[src/hw/eki_pkg.sv]
package eki_pkg;

  // Register offsets
  localparam logic [7:0] EKI_ADDR_IE_A  = 8'ha8;
  localparam logic [7:0] EKI_ADDR_IE_B  = 8'had;
  localparam logic [7:0] EKI_ADDR_LEV_B = 8'hae;
  localparam logic [7:0] EKI_ADDR_LEV_A = 8'hb8;
  localparam logic [7:0] EKI_ADDR_XCTRL = 8'hc0;
  localparam logic [7:0] EKI_ADDR_KPAT  = 8'hd5;
  localparam logic [7:0] EKI_ADDR_KCTRL = 8'hd6;
  localparam logic [7:0] EKI_ADDR_KSEL  = 8'hd7;
  localparam logic [7:0] EKI_ADDR_PWR   = 8'h87;
  localparam logic [7:0] EKI_ADDR_STAT  = 8'hf8;

  // Reset values
  localparam logic [7:0] EKI_RST_ZERO = 8'h00;
  localparam logic [7:0] EKI_KPAT_RST = 8'hff;

  // Field positions
  localparam int EKI_IE_GLOBAL  = 7;
  localparam int EKI_XC_TYPE    = 0;
  localparam int EKI_XC_FLAG    = 1;
  localparam int EKI_XC_EN      = 2;
  localparam int EKI_XC_POL     = 3;
  localparam int EKI_XC_STRIDE  = 4;
  localparam int EKI_B_SPI      = 0;
  localparam int EKI_B_KEY      = 5;
  localparam int EKI_B_TWSI     = 6;
  localparam int EKI_B_USB      = 7;
  localparam int EKI_KC_FLAG    = 0;
  localparam int EKI_KC_POL     = 1;
  localparam int EKI_PWR_IDLE   = 0;
  localparam int EKI_PWR_DOWN   = 1;
  localparam int EKI_ST_SVC_LO  = 0;
  localparam int EKI_ST_SVC_HI  = 1;
  localparam int EKI_ST_HALT    = 2;

  // Sources, index order is also the tie-break order within a level
  localparam int         EKI_NSRC      = 12;
  localparam int         EKI_NEXTRA    = 2;
  localparam logic [3:0] EKI_SRC_EXT_A = 4'h0;
  localparam logic [3:0] EKI_SRC_EXT_C = 4'h6;
  localparam logic [3:0] EKI_SRC_EXT_D = 4'h7;
  localparam logic [3:0] EKI_SRC_KEY   = 4'h9;
  localparam logic [11:0] EKI_OWN_MASK  = 12'h2c0;
  localparam logic [11:0] EKI_WAKE_MASK = 12'hac5;

  typedef struct packed {
    logic [7:0] addr;
    logic [7:0] wdata;
    logic       wr;
    logic       rd;
  } eki_bus_t;

  typedef struct packed {
    logic       req;
    logic       high;
    logic [3:0] id;
  } eki_irq_t;

endpackage

[src/hw/eki_ctrl.sv]
// Decided for this implementation: strobed register access.
module eki_ctrl
  import eki_pkg::*;
(
  input  wire logic                i_clk,
  input  wire logic                i_reset,
  input  wire eki_bus_t            i_bus,
  output logic [7:0]               o_rdata,
  input  wire logic [EKI_NSRC-1:0] i_src_flag,
  input  wire logic [1:0]          i_extra_pin,
  input  wire logic [7:0]          i_key_port,
  input  wire logic                i_self_prog_halt,
  input  wire logic                i_irq_ack,
  input  wire logic                i_irq_return,
  output eki_irq_t                 o_irq,
  output logic                     o_idle,
  output logic                     o_power_down,
  output logic                     o_wake
);

  logic [7:0]          ie_a;
  logic [7:0]          ie_b;
  logic [7:0]          lev_a;
  logic [7:0]          lev_b;
  logic [7:0]          xctrl;
  logic [7:0]          kpat;
  logic                kpol;
  logic [7:0]          ksel;
  logic                key_flag;
  logic [1:0]          extra_flag;
  logic                svc_lo;
  logic                svc_hi;
  logic [7:0]          key_s1;
  logic [7:0]          key_s2;
  logic [1:0]          pin_s1;
  logic [1:0]          pin_s2;
  logic [1:0]          act_prev;
  logic [1:0]          act;
  logic [1:0]          edge_hit;
  logic                key_hit;
  logic [EKI_NSRC-1:0] flags;
  logic [EKI_NSRC-1:0] en;
  logic [EKI_NSRC-1:0] lvl;
  logic [EKI_NSRC-1:0] pend;
  logic                any_hi;
  logic                any_lo;
  logic [3:0]          hi_id;
  logic [3:0]          lo_id;
  eki_irq_t            next_irq;
  logic                wr_ie_a;
  logic                wr_xctrl;
  logic                wr_kctrl;
  logic                wr_pwr;
  logic                wake_pd;
  logic                wake_idle;

  assign wr_ie_a  = i_bus.wr && (i_bus.addr == EKI_ADDR_IE_A);
  assign wr_xctrl = i_bus.wr && (i_bus.addr == EKI_ADDR_XCTRL);
  assign wr_kctrl = i_bus.wr && (i_bus.addr == EKI_ADDR_KCTRL);
  assign wr_pwr   = i_bus.wr && (i_bus.addr == EKI_ADDR_PWR);

  // Plain configuration registers
  always_ff @(posedge i_clk) begin
    if (i_reset) begin
      ie_a  <= EKI_RST_ZERO;
      ie_b  <= EKI_RST_ZERO;
      lev_a <= EKI_RST_ZERO;
      lev_b <= EKI_RST_ZERO;
      xctrl <= EKI_RST_ZERO;
      kpat  <= EKI_KPAT_RST;
      kpol  <= 1'b0;
      ksel  <= EKI_RST_ZERO;
    end else if (i_bus.wr) begin
      if (wr_ie_a)
        ie_a <= i_bus.wdata;
      if (i_bus.addr == EKI_ADDR_IE_B)
        ie_b <= i_bus.wdata;
      if (i_bus.addr == EKI_ADDR_LEV_A)
        lev_a <= i_bus.wdata;
      if (i_bus.addr == EKI_ADDR_LEV_B)
        lev_b <= i_bus.wdata;
      // Flag bits live in extra_flag; the copies here are never read
      if (wr_xctrl)
        xctrl <= i_bus.wdata;
      if (i_bus.addr == EKI_ADDR_KPAT)
        kpat <= i_bus.wdata;
      if (wr_kctrl)
        kpol <= i_bus.wdata[EKI_KC_POL];
      if (i_bus.addr == EKI_ADDR_KSEL)
        ksel <= i_bus.wdata;
    end
  end

  // Extra external inputs
  for (genvar k = 0; k < EKI_NEXTRA; k++) begin : g_extra
    localparam int B = k * EKI_XC_STRIDE;
    logic ack_me;

    always_ff @(posedge i_clk) begin
      if (i_reset) begin
        pin_s1[k] <= 1'b0;
        pin_s2[k] <= 1'b0;
      end else begin
        pin_s1[k] <= i_extra_pin[k];
        pin_s2[k] <= pin_s1[k];
      end
    end

    assign act[k] = xctrl[B + EKI_XC_POL] ? pin_s2[k] : ~pin_s2[k];
    assign edge_hit[k] = xctrl[B + EKI_XC_TYPE] && act[k] && !act_prev[k];
    assign ack_me = i_irq_ack && o_irq.req
                    && (o_irq.id == EKI_SRC_EXT_C + 4'(k));

    always_ff @(posedge i_clk) begin
      if (i_reset) begin
        act_prev[k]   <= 1'b0;
        extra_flag[k] <= 1'b0;
      end else begin
        act_prev[k] <= act[k];
        // level follows, edge clears on vector
        if (!xctrl[B + EKI_XC_TYPE])
          extra_flag[k] <= act[k];
        else if (edge_hit[k])
          extra_flag[k] <= 1'b1;
        else if (ack_me)
          extra_flag[k] <= 1'b0;
        else if (wr_xctrl)
          extra_flag[k] <= i_bus.wdata[B + EKI_XC_FLAG];
      end
    end
  end

  // Keypad port synchroniser
  always_ff @(posedge i_clk) begin
    if (i_reset) begin
      key_s1 <= EKI_RST_ZERO;
      key_s2 <= EKI_RST_ZERO;
    end else begin
      key_s1 <= i_key_port;
      key_s2 <= key_s1;
    end
  end

  assign key_hit = kpol ? ((key_s2 & ksel) == (kpat & ksel))
                        : ((key_s2 & ksel) != (kpat & ksel));

  // cleared only by software writing zero; set wins
  always_ff @(posedge i_clk) begin
    if (i_reset)
      key_flag <= 1'b0;
    else if (key_hit)
      key_flag <= 1'b1;
    else if (wr_kctrl && !i_bus.wdata[EKI_KC_FLAG])
      key_flag <= 1'b0;
  end

  // extra and keypad flags joined with the outside sources
  always_comb begin
    flags = i_src_flag & ~EKI_OWN_MASK;
    flags[EKI_SRC_EXT_C] = extra_flag[0];
    flags[EKI_SRC_EXT_D] = extra_flag[1];
    flags[EKI_SRC_KEY]   = key_flag;
  end

  always_comb begin
    en = {ie_b[EKI_B_USB], ie_b[EKI_B_TWSI], ie_b[EKI_B_KEY],
          ie_b[EKI_B_SPI], xctrl[EKI_XC_STRIDE + EKI_XC_EN],
          xctrl[EKI_XC_EN], ie_a[5:0]};
    // level register A maps straight onto sources 0 to 7
    // level register B bits 0, 5, 6, 7
    lvl = {lev_b[EKI_B_USB], lev_b[EKI_B_TWSI], lev_b[EKI_B_KEY],
           lev_b[EKI_B_SPI], lev_a};
  end

  assign pend = flags & en & {EKI_NSRC{ie_a[EKI_IE_GLOBAL]}};

  // Lowest index wins inside each level
  always_comb begin
    any_hi = 1'b0;
    any_lo = 1'b0;
    hi_id  = EKI_SRC_EXT_A;
    lo_id  = EKI_SRC_EXT_A;
    for (int i = EKI_NSRC - 1; i >= 0; i--) begin
      if (pend[i] && lvl[i]) begin
        any_hi = 1'b1;
        hi_id  = 4'(i);
      end
      if (pend[i] && !lvl[i]) begin
        any_lo = 1'b1;
        lo_id  = 4'(i);
      end
    end
  end

  // only a higher level than the running routine is offered
  // nothing offered while halted, flags keep the request queued
  always_comb begin
    next_irq.high = any_hi && !svc_hi;
    next_irq.id   = next_irq.high ? hi_id : lo_id;
    next_irq.req  = !i_self_prog_halt && !i_irq_ack
                    && (next_irq.high || (any_lo && !svc_lo && !svc_hi));
  end

  always_ff @(posedge i_clk) begin
    if (i_reset)
      o_irq <= '0;
    else
      o_irq <= next_irq;
  end

  always_ff @(posedge i_clk) begin
    if (i_reset) begin
      svc_lo <= 1'b0;
      svc_hi <= 1'b0;
    end else if (i_irq_ack && o_irq.req) begin
      if (o_irq.high)
        svc_hi <= 1'b1;
      else
        svc_lo <= 1'b1;
    end else if (i_irq_return) begin
      if (svc_hi)
        svc_hi <= 1'b0;
      else
        svc_lo <= 1'b0;
    end
  end

  // keypad is one of them, and wakes idle too
  assign wake_pd   = o_power_down && |(pend & EKI_WAKE_MASK);
  assign wake_idle = o_idle && |pend;

  // wake leaves the request standing for the CPU to vector
  always_ff @(posedge i_clk) begin
    if (i_reset) begin
      o_idle       <= 1'b0;
      o_power_down <= 1'b0;
      o_wake       <= 1'b0;
    end else begin
      o_wake <= wake_pd || wake_idle;
      if (wake_pd || wake_idle) begin
        o_idle       <= 1'b0;
        o_power_down <= 1'b0;
      end else if (wr_pwr) begin
        o_idle       <= i_bus.wdata[EKI_PWR_IDLE];
        o_power_down <= i_bus.wdata[EKI_PWR_DOWN];
      end
    end
  end

  // Read port, unmapped addresses read zero
  always_ff @(posedge i_clk) begin
    if (i_reset)
      o_rdata <= EKI_RST_ZERO;
    else if (i_bus.rd) begin
      unique case (i_bus.addr)
        EKI_ADDR_IE_A:  o_rdata <= ie_a;
        EKI_ADDR_IE_B:  o_rdata <= ie_b;
        EKI_ADDR_LEV_A: o_rdata <= lev_a;
        EKI_ADDR_LEV_B: o_rdata <= lev_b;
        EKI_ADDR_XCTRL: o_rdata <= {xctrl[7:6], extra_flag[1], xctrl[4:2],
                                    extra_flag[0], xctrl[0]};
        EKI_ADDR_KPAT:  o_rdata <= kpat;
        EKI_ADDR_KCTRL: o_rdata <= {6'h00, kpol, key_flag};
        EKI_ADDR_KSEL:  o_rdata <= ksel;
        EKI_ADDR_PWR:   o_rdata <= {6'h00, o_power_down, o_idle};
        EKI_ADDR_STAT:  o_rdata <= {5'h00, i_self_prog_halt, svc_hi, svc_lo};
        default:        o_rdata <= EKI_RST_ZERO;
      endcase
    end else
      o_rdata <= EKI_RST_ZERO;
  end
endmodule

[config.mk]
export PLATFORM = sky130hd
export DESIGN_NAME = eki_ctrl
export DESIGN_NICKNAME = d
export VERILOG_FILES = /design/src/hw/eki_pkg.sv /design/src/hw/eki_ctrl.sv
export SDC_FILE = /design/constraint.sdc
export NUM_CORES = 1
export LEC_CHECK = 0
export BUFFER_PORTS_ARGS = -buffer_cell sky130_fd_sc_hd__buf_2
export CORE_UTILIZATION = 30
export CTS_BUF_LIST = sky130_fd_sc_hd__clkbuf_4 sky130_fd_sc_hd__clkbuf_8 sky130_fd_sc_hd__clkbuf_16
export CTS_CLUSTER_DIAMETER = 80
export DETAILED_ROUTE_END_ITERATION = 16
export GPL_ROUTABILITY_DRIVEN = 0
export PLACE_DENSITY = 0.49
export SYNTH_ARGS = -nofsm -noshare
export SYNTH_HDL_FRONTEND = slang
export SYNTH_SLANG_ARGS = --single-unit
[constraint.sdc]
create_clock -name i_clk -period 2.4 [get_ports i_clk]
set_clock_uncertainty 0.05 [all_clocks]
set_input_delay 0.12 -clock i_clk [delete_from_list [all_inputs] [get_ports i_clk]]
set_output_delay 0.12 -clock i_clk [all_outputs]
set_load 0.01 [all_outputs]
Word-level counts from Yosys, hierarchy flattened --
Cells that the tools add are included.
Storage, ports and cells: output and inout bits 17, flip-flop bits (word level) 101, word-level logic and storage cells 204, input port bits 45
Cells by class: reductions and logical operators 80, mux-type cells 70, bitwise logic cells 7, equal/unequal tests 19
Operators by type and width (count):
- 2-to-1 mux 4 bit | 25
- == test 8 bit (second input constant) | 10
- one-hot mux 8 bit (10 select lines) | 1
- 2-to-1 mux 1 bit | 44
- logical AND 1 bit | 43
- bitwise AND 12 bit | 2
- logical NOT 1 bit | 19
- AND reduction 2 bit | 9
- bitwise AND 8 bit | 2
- OR reduction 12 bit | 1
- == test 4 x 3 -> 1 bit (second input constant) | 2
- == test 8 bit | 1
- inequality test 4 x 1 -> 1 bit (second input constant) | 2
- inequality test 8 bit | 1
- OR reduction 6 bit | 1
- inequality test 2 bit (second input constant) | 2
- nonzero test 2 bit | 2
- OR reduction 2 bit | 2
- inverter 1 bit | 3
- AND reduction 3 bit | 1
- logical OR 1 bit | 2
- inequality test 2 x 1 -> 1 bit (second input constant) | 1

Logic depth before layout (Yosys ltp) --
Gate-level depths: netlist (run 1).
word-level depth 19, depth in mapped cells 8, depth with buffers taken out 6

Worst setup path after synthesis (run 1) --
Ideal clock, no wire load.
kind register to register, from register ie_a[7], to register o_irq[0] in the netlist's numbering, slack 0.811 ns, stages on the path, launching flop included 9, library setup time 0.086 ns, required time 2.264 ns, clock period less this slack 1.589 ns, buffers on the path 2, arrival 1.453 ns, path through dfxtp_1 > buf_4 > buf_6 > nand4_1 > and4_1 > a31oi_4 > xor2_1 > o21ai_1 > a211oi_1
Between the ends: longest elaborated chain between the ends 16, elaborated cells between the ends (all ways) 63, those cells by class mux: 37; bitwise: 1; reduce/logical: 25
Ends and longest elaborated chain:
- start: declaration | line eki_ctrl.sv:21 | logic [7:0] ie_a;
- start signal: assignment | line eki_ctrl.sv:75 | ie_a <= i_bus.wdata;
- bitwise AND 12 bit * | line eki_ctrl.sv:175 | assign pend = flags & en & {EKI_NSRC{ie_a[EKI_IE_GLOBAL]}};
- logical AND 1 bit | line eki_ctrl.sv:184 | if (pend[i] && lvl[i]) begin
- 2-to-1 mux 1 bit (12 in a row) | line eki_ctrl.sv:184
- logical AND 1 bit | line eki_ctrl.sv:198 | next_irq.high = any_hi && !svc_hi;
- 2-to-1 mux 4 bit * | line eki_ctrl.sv:199 | next_irq.id = next_irq.high ? hi_id : lo_id;
- end signal: assignment | line eki_ctrl.sv:208 | o_irq <= next_irq;
- end: declaration | line eki_ctrl.sv:15 | output eki_irq_t o_irq,
Every way passes the cells marked *; elsewhere a longest branch is shown, timed or not. A chain may end at the register's enable or synchronous reset.

Worst setup path after layout (run 1) --
Ends and elaborated chain as after synthesis.

==> out/summary.txt, run 1 <==
========================================================================================
Result of the run ......................................................... complete, no violations
Final setup violating endpoints ...........................................            0
Class of the worst hold path ..............................................       in2reg
Maximum buffer depth of the clock tree ....................................            2
Number of buffers and inverters on the critical path ......................            0
Sum of negative setup slack ...............................................         0 ns
Total number of placement rows ............................................           45
Uppermost layer routed ....................................................         met4
Total via count in the routed design ......................................         4394
Worst stage delay on the critical path ....................................      0.62 ns
Layout-stage area growth over the synthesis result ........................       18.56%
Endpoint arrival time on the critical path ................................      2.19 ns
Metal-1 WL ................................................................      6473 um
Mapped Avg Cell Area ......................................................    8.458 um2
Cts bufs inserted .........................................................            9
Post-Synthesis Cells ......................................................          550
Maximum number of pins on one net before global-route repair ..............           81
Die W .....................................................................     126.5 um
Share of cell area taken by muxes after synthesis .........................       1.775%
DRC violation total after the first TritonRoute iteration .................          381
List of cells traversed by the critical path .............................. nand4_1, and4_1, a31oi_4, xor2_1, o21ai_1, a211oi_1
Count of flip-flops with a built-in enable after synthesis ................            0
Number of antenna violations at the first check in global routing .........            0
Critical path type ........................................................      reg2reg
Met2 WL ...................................................................      6301 um
Netlist cell types ........................................................           66
Fraction of the yosys area taken by sequential cells ......................       42.60%
Endpoints failing hold ....................................................            0
Minimum clock period ......................................................     1.980 ns
Total Power ...............................................................     3.339 mW
CP Data Required Time .....................................................      2.61 ns
Total global-route track usage ............................................       18.37%
Pins Over Slew Limit ......................................................            0
Dominant combinational cell family by area after synthesis ................ simple AND/OR/NAND/NOR gates
Net Count, Synth ..........................................................          595
Clk_lat worst skew ........................................................      0.35 ns
Compound-cell area share of the yosys netlist .............................       20.87%
Initial cell density of the core ..........................................       30.71%
RSZ-0062 raised after global routing ......................................           no
Achievable clock frequency ................................................    505.1 MHz
Slowest-stage cell, CP ....................................................      dfxtp_2
Maximum fanout along the worst path .......................................           29
Area enclosed by the die boundary .........................................  0.01601 mm2
Port Buf Inserts ..........................................................           58
Via-per-instance ratio ....................................................        5.493
Area inside the core boundary .............................................  0.01515 mm2
Die Ht ....................................................................     126.5 um
Simple-Gate Fraction of Synth Area ........................................       28.32%
Ports placed on the boundary ..............................................           62
Synthesized flop and latch total ..........................................           99
Routed WL .................................................................     14140 um
Tightest Pin Transition ...................................................    0.8749 ns
Gate family responsible for the most delay along the worst path ...........   flip-flops
Clock sink count ..........................................................           99
Wire length per cell after detailed routing ...............................     17.68 um
Global-route wire length before repair ....................................     22560 um
CTS tree ..................................................................          yes
Remaining Overflow, GRT ...................................................            0
Kind of start point of the critical path ..................................     register
Clock-pin slew of the registers on the worst-case setup and hold paths ....      0.07 ns
Final routed DRC violation total ..........................................            0
Number of nets with antenna violations after routing ......................            0
Maximum vdd ir drop .......................................................  0.0004238 V
Relative max-transition margin ............................................       41.67%
Power density normalized to cell area ..................................... 605.3 mW/mm2
Predominant post-synthesis flop cell ......................................      dfxtp_1
Drt first pass iters ......................................................            7
Adder and majority gate portion of the synthesized area ...................           0%
Cell area after synthesis ................................................. 0.004652 mm2
Portion of the clock cycle consumed by the worst path in the final layout .       82.50%
Total Nets Final ..........................................................          652
Leakage Power .............................................................     2.011 nW
Ratio of cells with drive above 1 in the final layout .....................       18.14%
Synthesized-area fraction occupied by xor and xnor cells ..................       2.259%
Maximum level of the CTS H-tree ...........................................            3
Metal3 WL .................................................................       898 um
Warning count from the yosys run ..........................................            0
Register-to-Register Setup Slack ..........................................      0.42 ns
Kind of end point of the critical path ....................................     register
Antenna cell count ........................................................            0
Via count of the first global-routing pass ................................         4140
Detailed Place HPWL .......................................................     10200 um
Count of maximum capacitance violations ...................................            0
Async SR Flop Fraction ....................................................           0%
Root buf cell .............................................................    clkbuf_16
========================================================================================
## what timing repair did
item | CTS | global route
setup endpoints to repair | 0 | 1
buffers inserted | 0 | 0
gates resized for setup | 0 | 1
hold endpoints to repair | 11 | 0
hold buffers | 12 | 0
## placed cells by master, fill, tap and decap left out, drive strengths merged, types with 9 or more instances in the layout
cell type | netlist | layout
a221oi | 10 | 10
dlygate4sd3 | 0 | 12
a21oi | 64 | 64
xor2 | 11 | 11
nor2b | 23 | 23
nand3 | 73 | 73
buf | 16 | 69
dfxtp | 99 | 99
nor2 | 28 | 28
o21ai | 9 | 9
clkbuf | 19 | 11
nand2 | 79 | 79
nand4 | 17 | 17
## per-stage QoR
stage          hold WS [ns]  setup slack (ns)  cell area, um2  utilization (%)  std cells
2_1_floorplan        0.1521            0.8114            4652                -        550
3_3_place_gp         0.2759            0.1992            5092            33.62        772
3_5_place_dp         0.2846            0.1586            5092            33.62        772
4_1_cts             0.03789            0.1301            5514            36.41        800
5_1_grt             0.04727            0.2782            5515            36.41        800
6_report            0.04757            0.4200            5515            36.41        800
## cells by family (layout without fill, tap and decap cells)
logic type / count (synthesis) / count (layout)
and+or+nand+nor: 248 / 248
AOI/OAI and AO/OA: 141 / 141
DFF: 99 / 99
buffers and inverters: 42 / 104
xor gates and xnor gates: 12 / 12
muxes: 8 / 8
## area by class of cell
class                           instances  area (um2)
Inverter                                7       26.28
Clock inverter                          5       61.31
Sequential cell                        99        1983
Timing Repair Buffer                   81       493.0
Fill cell                            1549        9630
Clock buffer                           11       240.2
Tap cell                              188       235.2
Multi-Input combinational cell        409        2476
## worst min-delay path, stage by stage
cell	delay, ns
buf_2	0.15
nand3_1	0.08
a21oi_1	0.05
## layer usage
metal  global-route usage (%)  vias to the layer above
li1                         -                     2125
met1                    23.82                     2080
met2                    28.83                      161
met3                    4.471                       28
met4                    8.363                        0
met5                        0                        -
## worst paths after layout
check,startpoint,endpoint,depth (start not counted)
setup / recovery,ie_a[7],o_irq[0],6
hold / removal,i_bus[9],ie_a[7],3
setup reg to reg,ie_a[7],o_irq[0],6
hold reg to reg,key_s1[0],key_s2[0],1
## cell usage after synthesis, drive strengths merged, types with 2 or more instances
cell     count  area (um2)
a211oi       2       15.01
a21boi       2       15.01
a21o         2       15.01
a21oi       64       324.1
a221oi      10       93.84
a222oi       8       80.08
a22o         5       43.79
a22oi        8       60.06
a31oi        8       65.06
and3         2       12.51
and4         5       46.29
and4b        3       30.03
buf         16       95.09
clkbuf      19       72.56
dfxtp       99        1982
inv          7       26.28
mux2         2       22.52
mux2i        6       60.06
nand2       79       299.0
nand2b       2       12.51
nand3       73       365.4
nand4       17       121.4
nand4b       2       17.52
nor2        28       115.1
nor2b       23       153.9
nor3         8       67.56
o211ai       3       22.52
o21a         3       22.52
o21ai        9       45.04
o21ba        2       20.02
o22ai        2       12.51
o2bb2ai      2       17.52
or2          3       18.77
xor2        11       96.34
## sequential cells by signal, indices dropped and copies added (netlist names), 2 cells and up
name / flops
ie_b: 8
pin_s1: 2
xctrl: 6
ie_a: 8
extra_flag: 2
lev_a: 8
o_irq: 6
key_s1: 8
key_s2: 8
lev_b: 8
pin_s2: 2
kpat: 8
ksel: 8
o_rdata: 8
act_prev: 2
## power breakdown
| part | internal, mW | switching, mW |
|---|---|---|
| Combinational | 0.0718 | 0.122 |
| Clock | 0.837 | 0.633 |
| Sequential | 1.66 | 0.0111 |
No activity file was read; power rests on OpenSTA's default activity.
==> run 2, diff against run 1 <==
--- a/config.mk
+++ b/config.mk
@@ -5,13 +5,14 @@
 export SDC_FILE = /design/constraint.sdc
 export NUM_CORES = 1
 export LEC_CHECK = 0
+export ABC_AREA = 1
 export BUFFER_PORTS_ARGS = -buffer_cell sky130_fd_sc_hd__buf_2
 export CORE_UTILIZATION = 30
 export CTS_BUF_LIST = sky130_fd_sc_hd__clkbuf_4 sky130_fd_sc_hd__clkbuf_8 sky130_fd_sc_hd__clkbuf_16
 export CTS_CLUSTER_DIAMETER = 80
 export DETAILED_ROUTE_END_ITERATION = 16
 export GPL_ROUTABILITY_DRIVEN = 0
-export PLACE_DENSITY = 0.49
+export PLACE_DENSITY = 0.51
 export SYNTH_ARGS = -nofsm -noshare
 export SYNTH_HDL_FRONTEND = slang
 export SYNTH_SLANG_ARGS = --single-unit
==> constraint.sdc (replaced) <==
create_clock -name i_clk -period 1.7 [get_ports i_clk]
set_clock_uncertainty 0.05 [all_clocks]
set_input_delay 0.085 -clock i_clk [delete_from_list [all_inputs] [get_ports i_clk]]
set_output_delay 0.085 -clock i_clk [all_outputs]
set_load 0.01 [all_outputs]
==> run 2 against run 1 <==
Compared with the run above: die area decreased by 0.82%; routed wire length rose by 3.9%; clock power increased by 41%; utilization is 3.3 points higher; global-route usage increased by 0.70 points; fmax is 19% higher; sequential share of layout area fell by 2.1 points; non-clock buffer count grew 18; setup slack got worse by 0.39 ns; clock-buffer cell count is the same; critical path depth increased by 5; largest power group unchanged.
==> out/summary.txt, run 2 <==
========================================================================================
Via-per-instance ratio ....................................................        4.872   -11%
Synthesized flop and latch total ..........................................           99   unchanged
Fin area .................................................................. 0.005867 mm2   +6.4%
Total Nets Final ..........................................................          784   +20%
Maximum level of the CTS H-tree ...........................................            3   unchanged
Number of nets with antenna violations after routing ......................            0   unchanged
Total global-route track usage ............................................       19.06%   +0.70 points
Final core utilization ....................................................       39.76%   +3.3 points
Tightest Pin Transition ...................................................    0.5690 ns   -0.3058 ns
CP Data Required Time .....................................................      1.94 ns   -0.67 ns
Post-Synthesis Cells ......................................................          648   +18%
CTS tree ..................................................................          yes
Switching power summed over all nets ......................................     1.087 mW   +42%
Area inside the core boundary .............................................  0.01475 mm2   -2.6%
Slowest-stage cell, CP ....................................................      dfxtp_4
Achievable clock frequency ................................................    599.6 MHz   +19%
Cell area after synthesis ................................................. 0.004613 mm2   -0.83%
Kind of start point of the critical path ..................................     register
Detailed Place HPWL .......................................................     10640 um   +4.3%
Via count of the first global-routing pass ................................         4321   +4.4%
Total number of placement rows ............................................           44   -2.2%
Leakage Power .............................................................     2.552 nW   +27%
Total Power ...............................................................     4.707 mW   +41%
DRC violation total after the first TritonRoute iteration .................          388   +1.8%
Die W .....................................................................     126.0 um   -0.41%
Largest cells by area after synthesis ..................................... dfxtp_1 (43%), inv_1 (8.8%), a21oi_1 (8.6%)
Power density normalized to cell area ..................................... 802.3 mW/mm2   +33%
Layout-stage area growth over the synthesis result ........................       27.18%
Gate family responsible for the most delay along the worst path ........... simple AND/OR/NAND/NOR gates
Area enclosed by the die boundary .........................................  0.01588 mm2   -0.82%
Initial cell density of the core ..........................................       31.27%   +0.55 points
Result of the run ......................................................... complete, no violations
Commonest non-fill, non-tap cell in the layout ............................        inv_1
Fraction of the yosys area taken by sequential cells ......................       42.96%   +0.36 points
Endpoints failing hold ....................................................            0   unchanged
Relative max-transition margin ............................................       61.71%   +20 points
Clk_lat worst skew ........................................................      0.36 ns   about the same
Warning count from the yosys run ..........................................            0   unchanged
Switching power share of the total ........................................       23.09%   +0.15 points
Wire length per cell after detailed routing ...............................     15.81 um   -11%
Proportion of power drawn by flip-flops and latches .......................        50.2%   about the same
Portion of the clock cycle consumed by the worst path in the final layout .       98.11%   +16 points
Port Buf Inserts ..........................................................           58   unchanged
Drt first pass iters ......................................................            5   -2
WHS .......................................................................   0.03789 ns   -0.009675 ns
Number of buffers and inverters on the critical path ......................            4   +4
Cts bufs inserted .........................................................            9   unchanged
Final routed DRC violation total ..........................................            0   unchanged
Clock sink count ..........................................................           99   unchanged
Share of Yosys cell area claimed by the top area cell type ................       42.96%   +0.36 points
Worst-case setup slack after placement ....................................   -0.1382 ns   -0.2968 ns
Routed WL .................................................................     14690 um   +3.9%
Die Ht ....................................................................     126.0 um   -0.41%
Class of the worst hold path ..............................................       in2reg
Mapped Avg Cell Area ......................................................    7.119 um2   -16%
Global-route wire length before repair ....................................     22980 um   +1.9%
Remaining Overflow, GRT ...................................................            0   unchanged
Cell accounting for the most synthesized area .............................      dfxtp_1
Endpoint arrival time on the critical path ................................      1.91 ns   -0.28 ns
List of cells traversed by the critical path .............................. buf_12, inv_8, nor3_4, nand2_2, nand2_2, nor2_4, nand2_2, o21ai_4, buf_4, buf_4, a21oi_2
Maximum number of pins on one net before global-route repair ..............           46   -43%
Maximum vdd ir drop .......................................................  0.0005674 V   +34%
Count of flip-flops with a built-in enable after synthesis ................            0   unchanged
Internal ..................................................................     3.620 mW   +41%
Final setup violating endpoints ...........................................            0   unchanged
Async SR Flop Fraction ....................................................           0%   unchanged
Clock-pin slew of the registers on the worst-case setup and hold paths ....      0.07 ns   about the same
Net Count, Synth ..........................................................          693   +16%
Post-placement cell area .................................................. 0.005228 mm2   +2.7%
Maximum buffer depth of the clock tree ....................................            2   unchanged
Total via count in the routed design ......................................         4526   +3.0%
CP most frequent cell .....................................................      nand2_2
Kind of end point of the critical path ....................................     register
Critical path type ........................................................      reg2reg
Root buf cell .............................................................    clkbuf_16
Predominant post-synthesis flop cell ......................................      dfxtp_1
Clk pwr share .............................................................        43.9%   about the same
Gate power share ..........................................................         5.9%   about the same
Ratio of cells with drive above 1 in the final layout .....................       23.52%   +5.4 points
Most frequently used cell type in the post-synthesis netlist ..............        inv_1
Maximum fanout along the worst path .......................................            8   -72%
Minimum clock period ......................................................     1.668 ns   -0.3121 ns
Count of maximum capacitance violations ...................................            0   unchanged
Number of antenna violations at the first check in global routing .........            0   unchanged
PnR worst setup slack .....................................................   0.03214 ns   -0.3879 ns
Pins Over Slew Limit ......................................................            0   unchanged
Leading cell types in the layout, fill and taps excluded .................. inv_1 (105), dfxtp_1 (97), nand2_1 (80), a21oi_1 (78), o21ai_0 (60)
Ports placed on the boundary ..............................................           62   unchanged
RSZ-0062 raised after global routing ......................................          yes
Commonest cells post-synth ................................................ inv_1 (108), dfxtp_1 (99), nand2_1 (93), a21oi_1 (79), o21ai_0 (63)
Netlist cell types ........................................................           46   -30%
Worst stage delay on the critical path ....................................      0.37 ns   -0.25 ns
========================================================================================
run 2: cells by family after synthesis:
kind of cell    after synthesis  synth area share (%)
compound gates              187                 22.10
xor+xnor                      2                0.3798
simple gates                220                 22.59
flops                        99                 42.96
buf+inv                     140                 11.96
run 2: what timing repair did:
action,in CTS,in global routing
gates resized for setup,6,44
endpoints found under the hold margin,13,0
endpoints found under the setup margin,3,9
pin swaps,3,18
hold buffers,13,0
gates cloned,0,1
buffers inserted,0,5
run 2: worst register-to-register path, delay by kind of cell (launching register included):
kind / cells / cell delay, ns
AND/OR/NAND/NOR: 5 / 0.52
buffers and inverters: 4 / 0.47
flip-flops: 1 / 0.37
AO/OA/AOI/OAI: 2 / 0.20
run 2: final timing paths:
check / to / slack (ns) / cells after the start / from
hold reg to reg: key_s2[1] / 0.35 / 2 / key_s1[1]
setup reg to reg: o_irq[5] / 0.03 / 11 / ie_a[7]
hold / removal: xctrl[2] / 0.04 / 3 / i_bus[4]
setup / recovery: o_irq[5] / 0.03 / 11 / ie_a[7]
run 2: power groups by stage:
| stage | sequential [mW] | combinational (mW) | clock (mW) |
|---|---|---|---|
| 2_1_floorplan | 2.41 | 0.122 | 0 |
| 3_3_place_gp | 2.41 | 0.245 | 0 |
| 3_5_place_dp | 2.42 | 0.250 | 0 |
| 4_1_cts | 2.36 | 0.273 | 2.10 |
| 5_1_grt | 2.36 | 0.311 | 2.20 |
| 6_report | 2.36 | 0.280 | 2.07 |
run 2: cell type report:
class / instances / area [um2]
Sequential cell: 99 / 1987
Clock buffer: 11 / 240.2
Timing Repair Buffer: 99 / 673.1
Clock inverter: 5 / 53.80
Antenna cell: 1 / 2.502
Multi-Input combinational cell: 409 / 2217
Inverter: 121 / 462.9
Tap cell: 184 / 230.2
Fill cell: 1548 / 8887
run 2: routing by layer:
metal | routed length (um) | vias up | track usage, %
met5 | 0 | - | 0
li1 | - | 2311 | -
met2 | 6630 | 149 | 29.44
met4 | 426 | 0 | 8.717
met1 | 6788 | 2035 | 25.18
met3 | 846 | 31 | 4.460
run 2: per-stage QoR:
step | setup TNS (ns) | cells
2_1_floorplan | 0 | 648
3_3_place_gp | -0.1847 | 893
3_5_place_dp | -0.1921 | 893
4_1_cts | 0 | 922
5_1_grt | -0.2280 | 928
6_report | 0 | 929
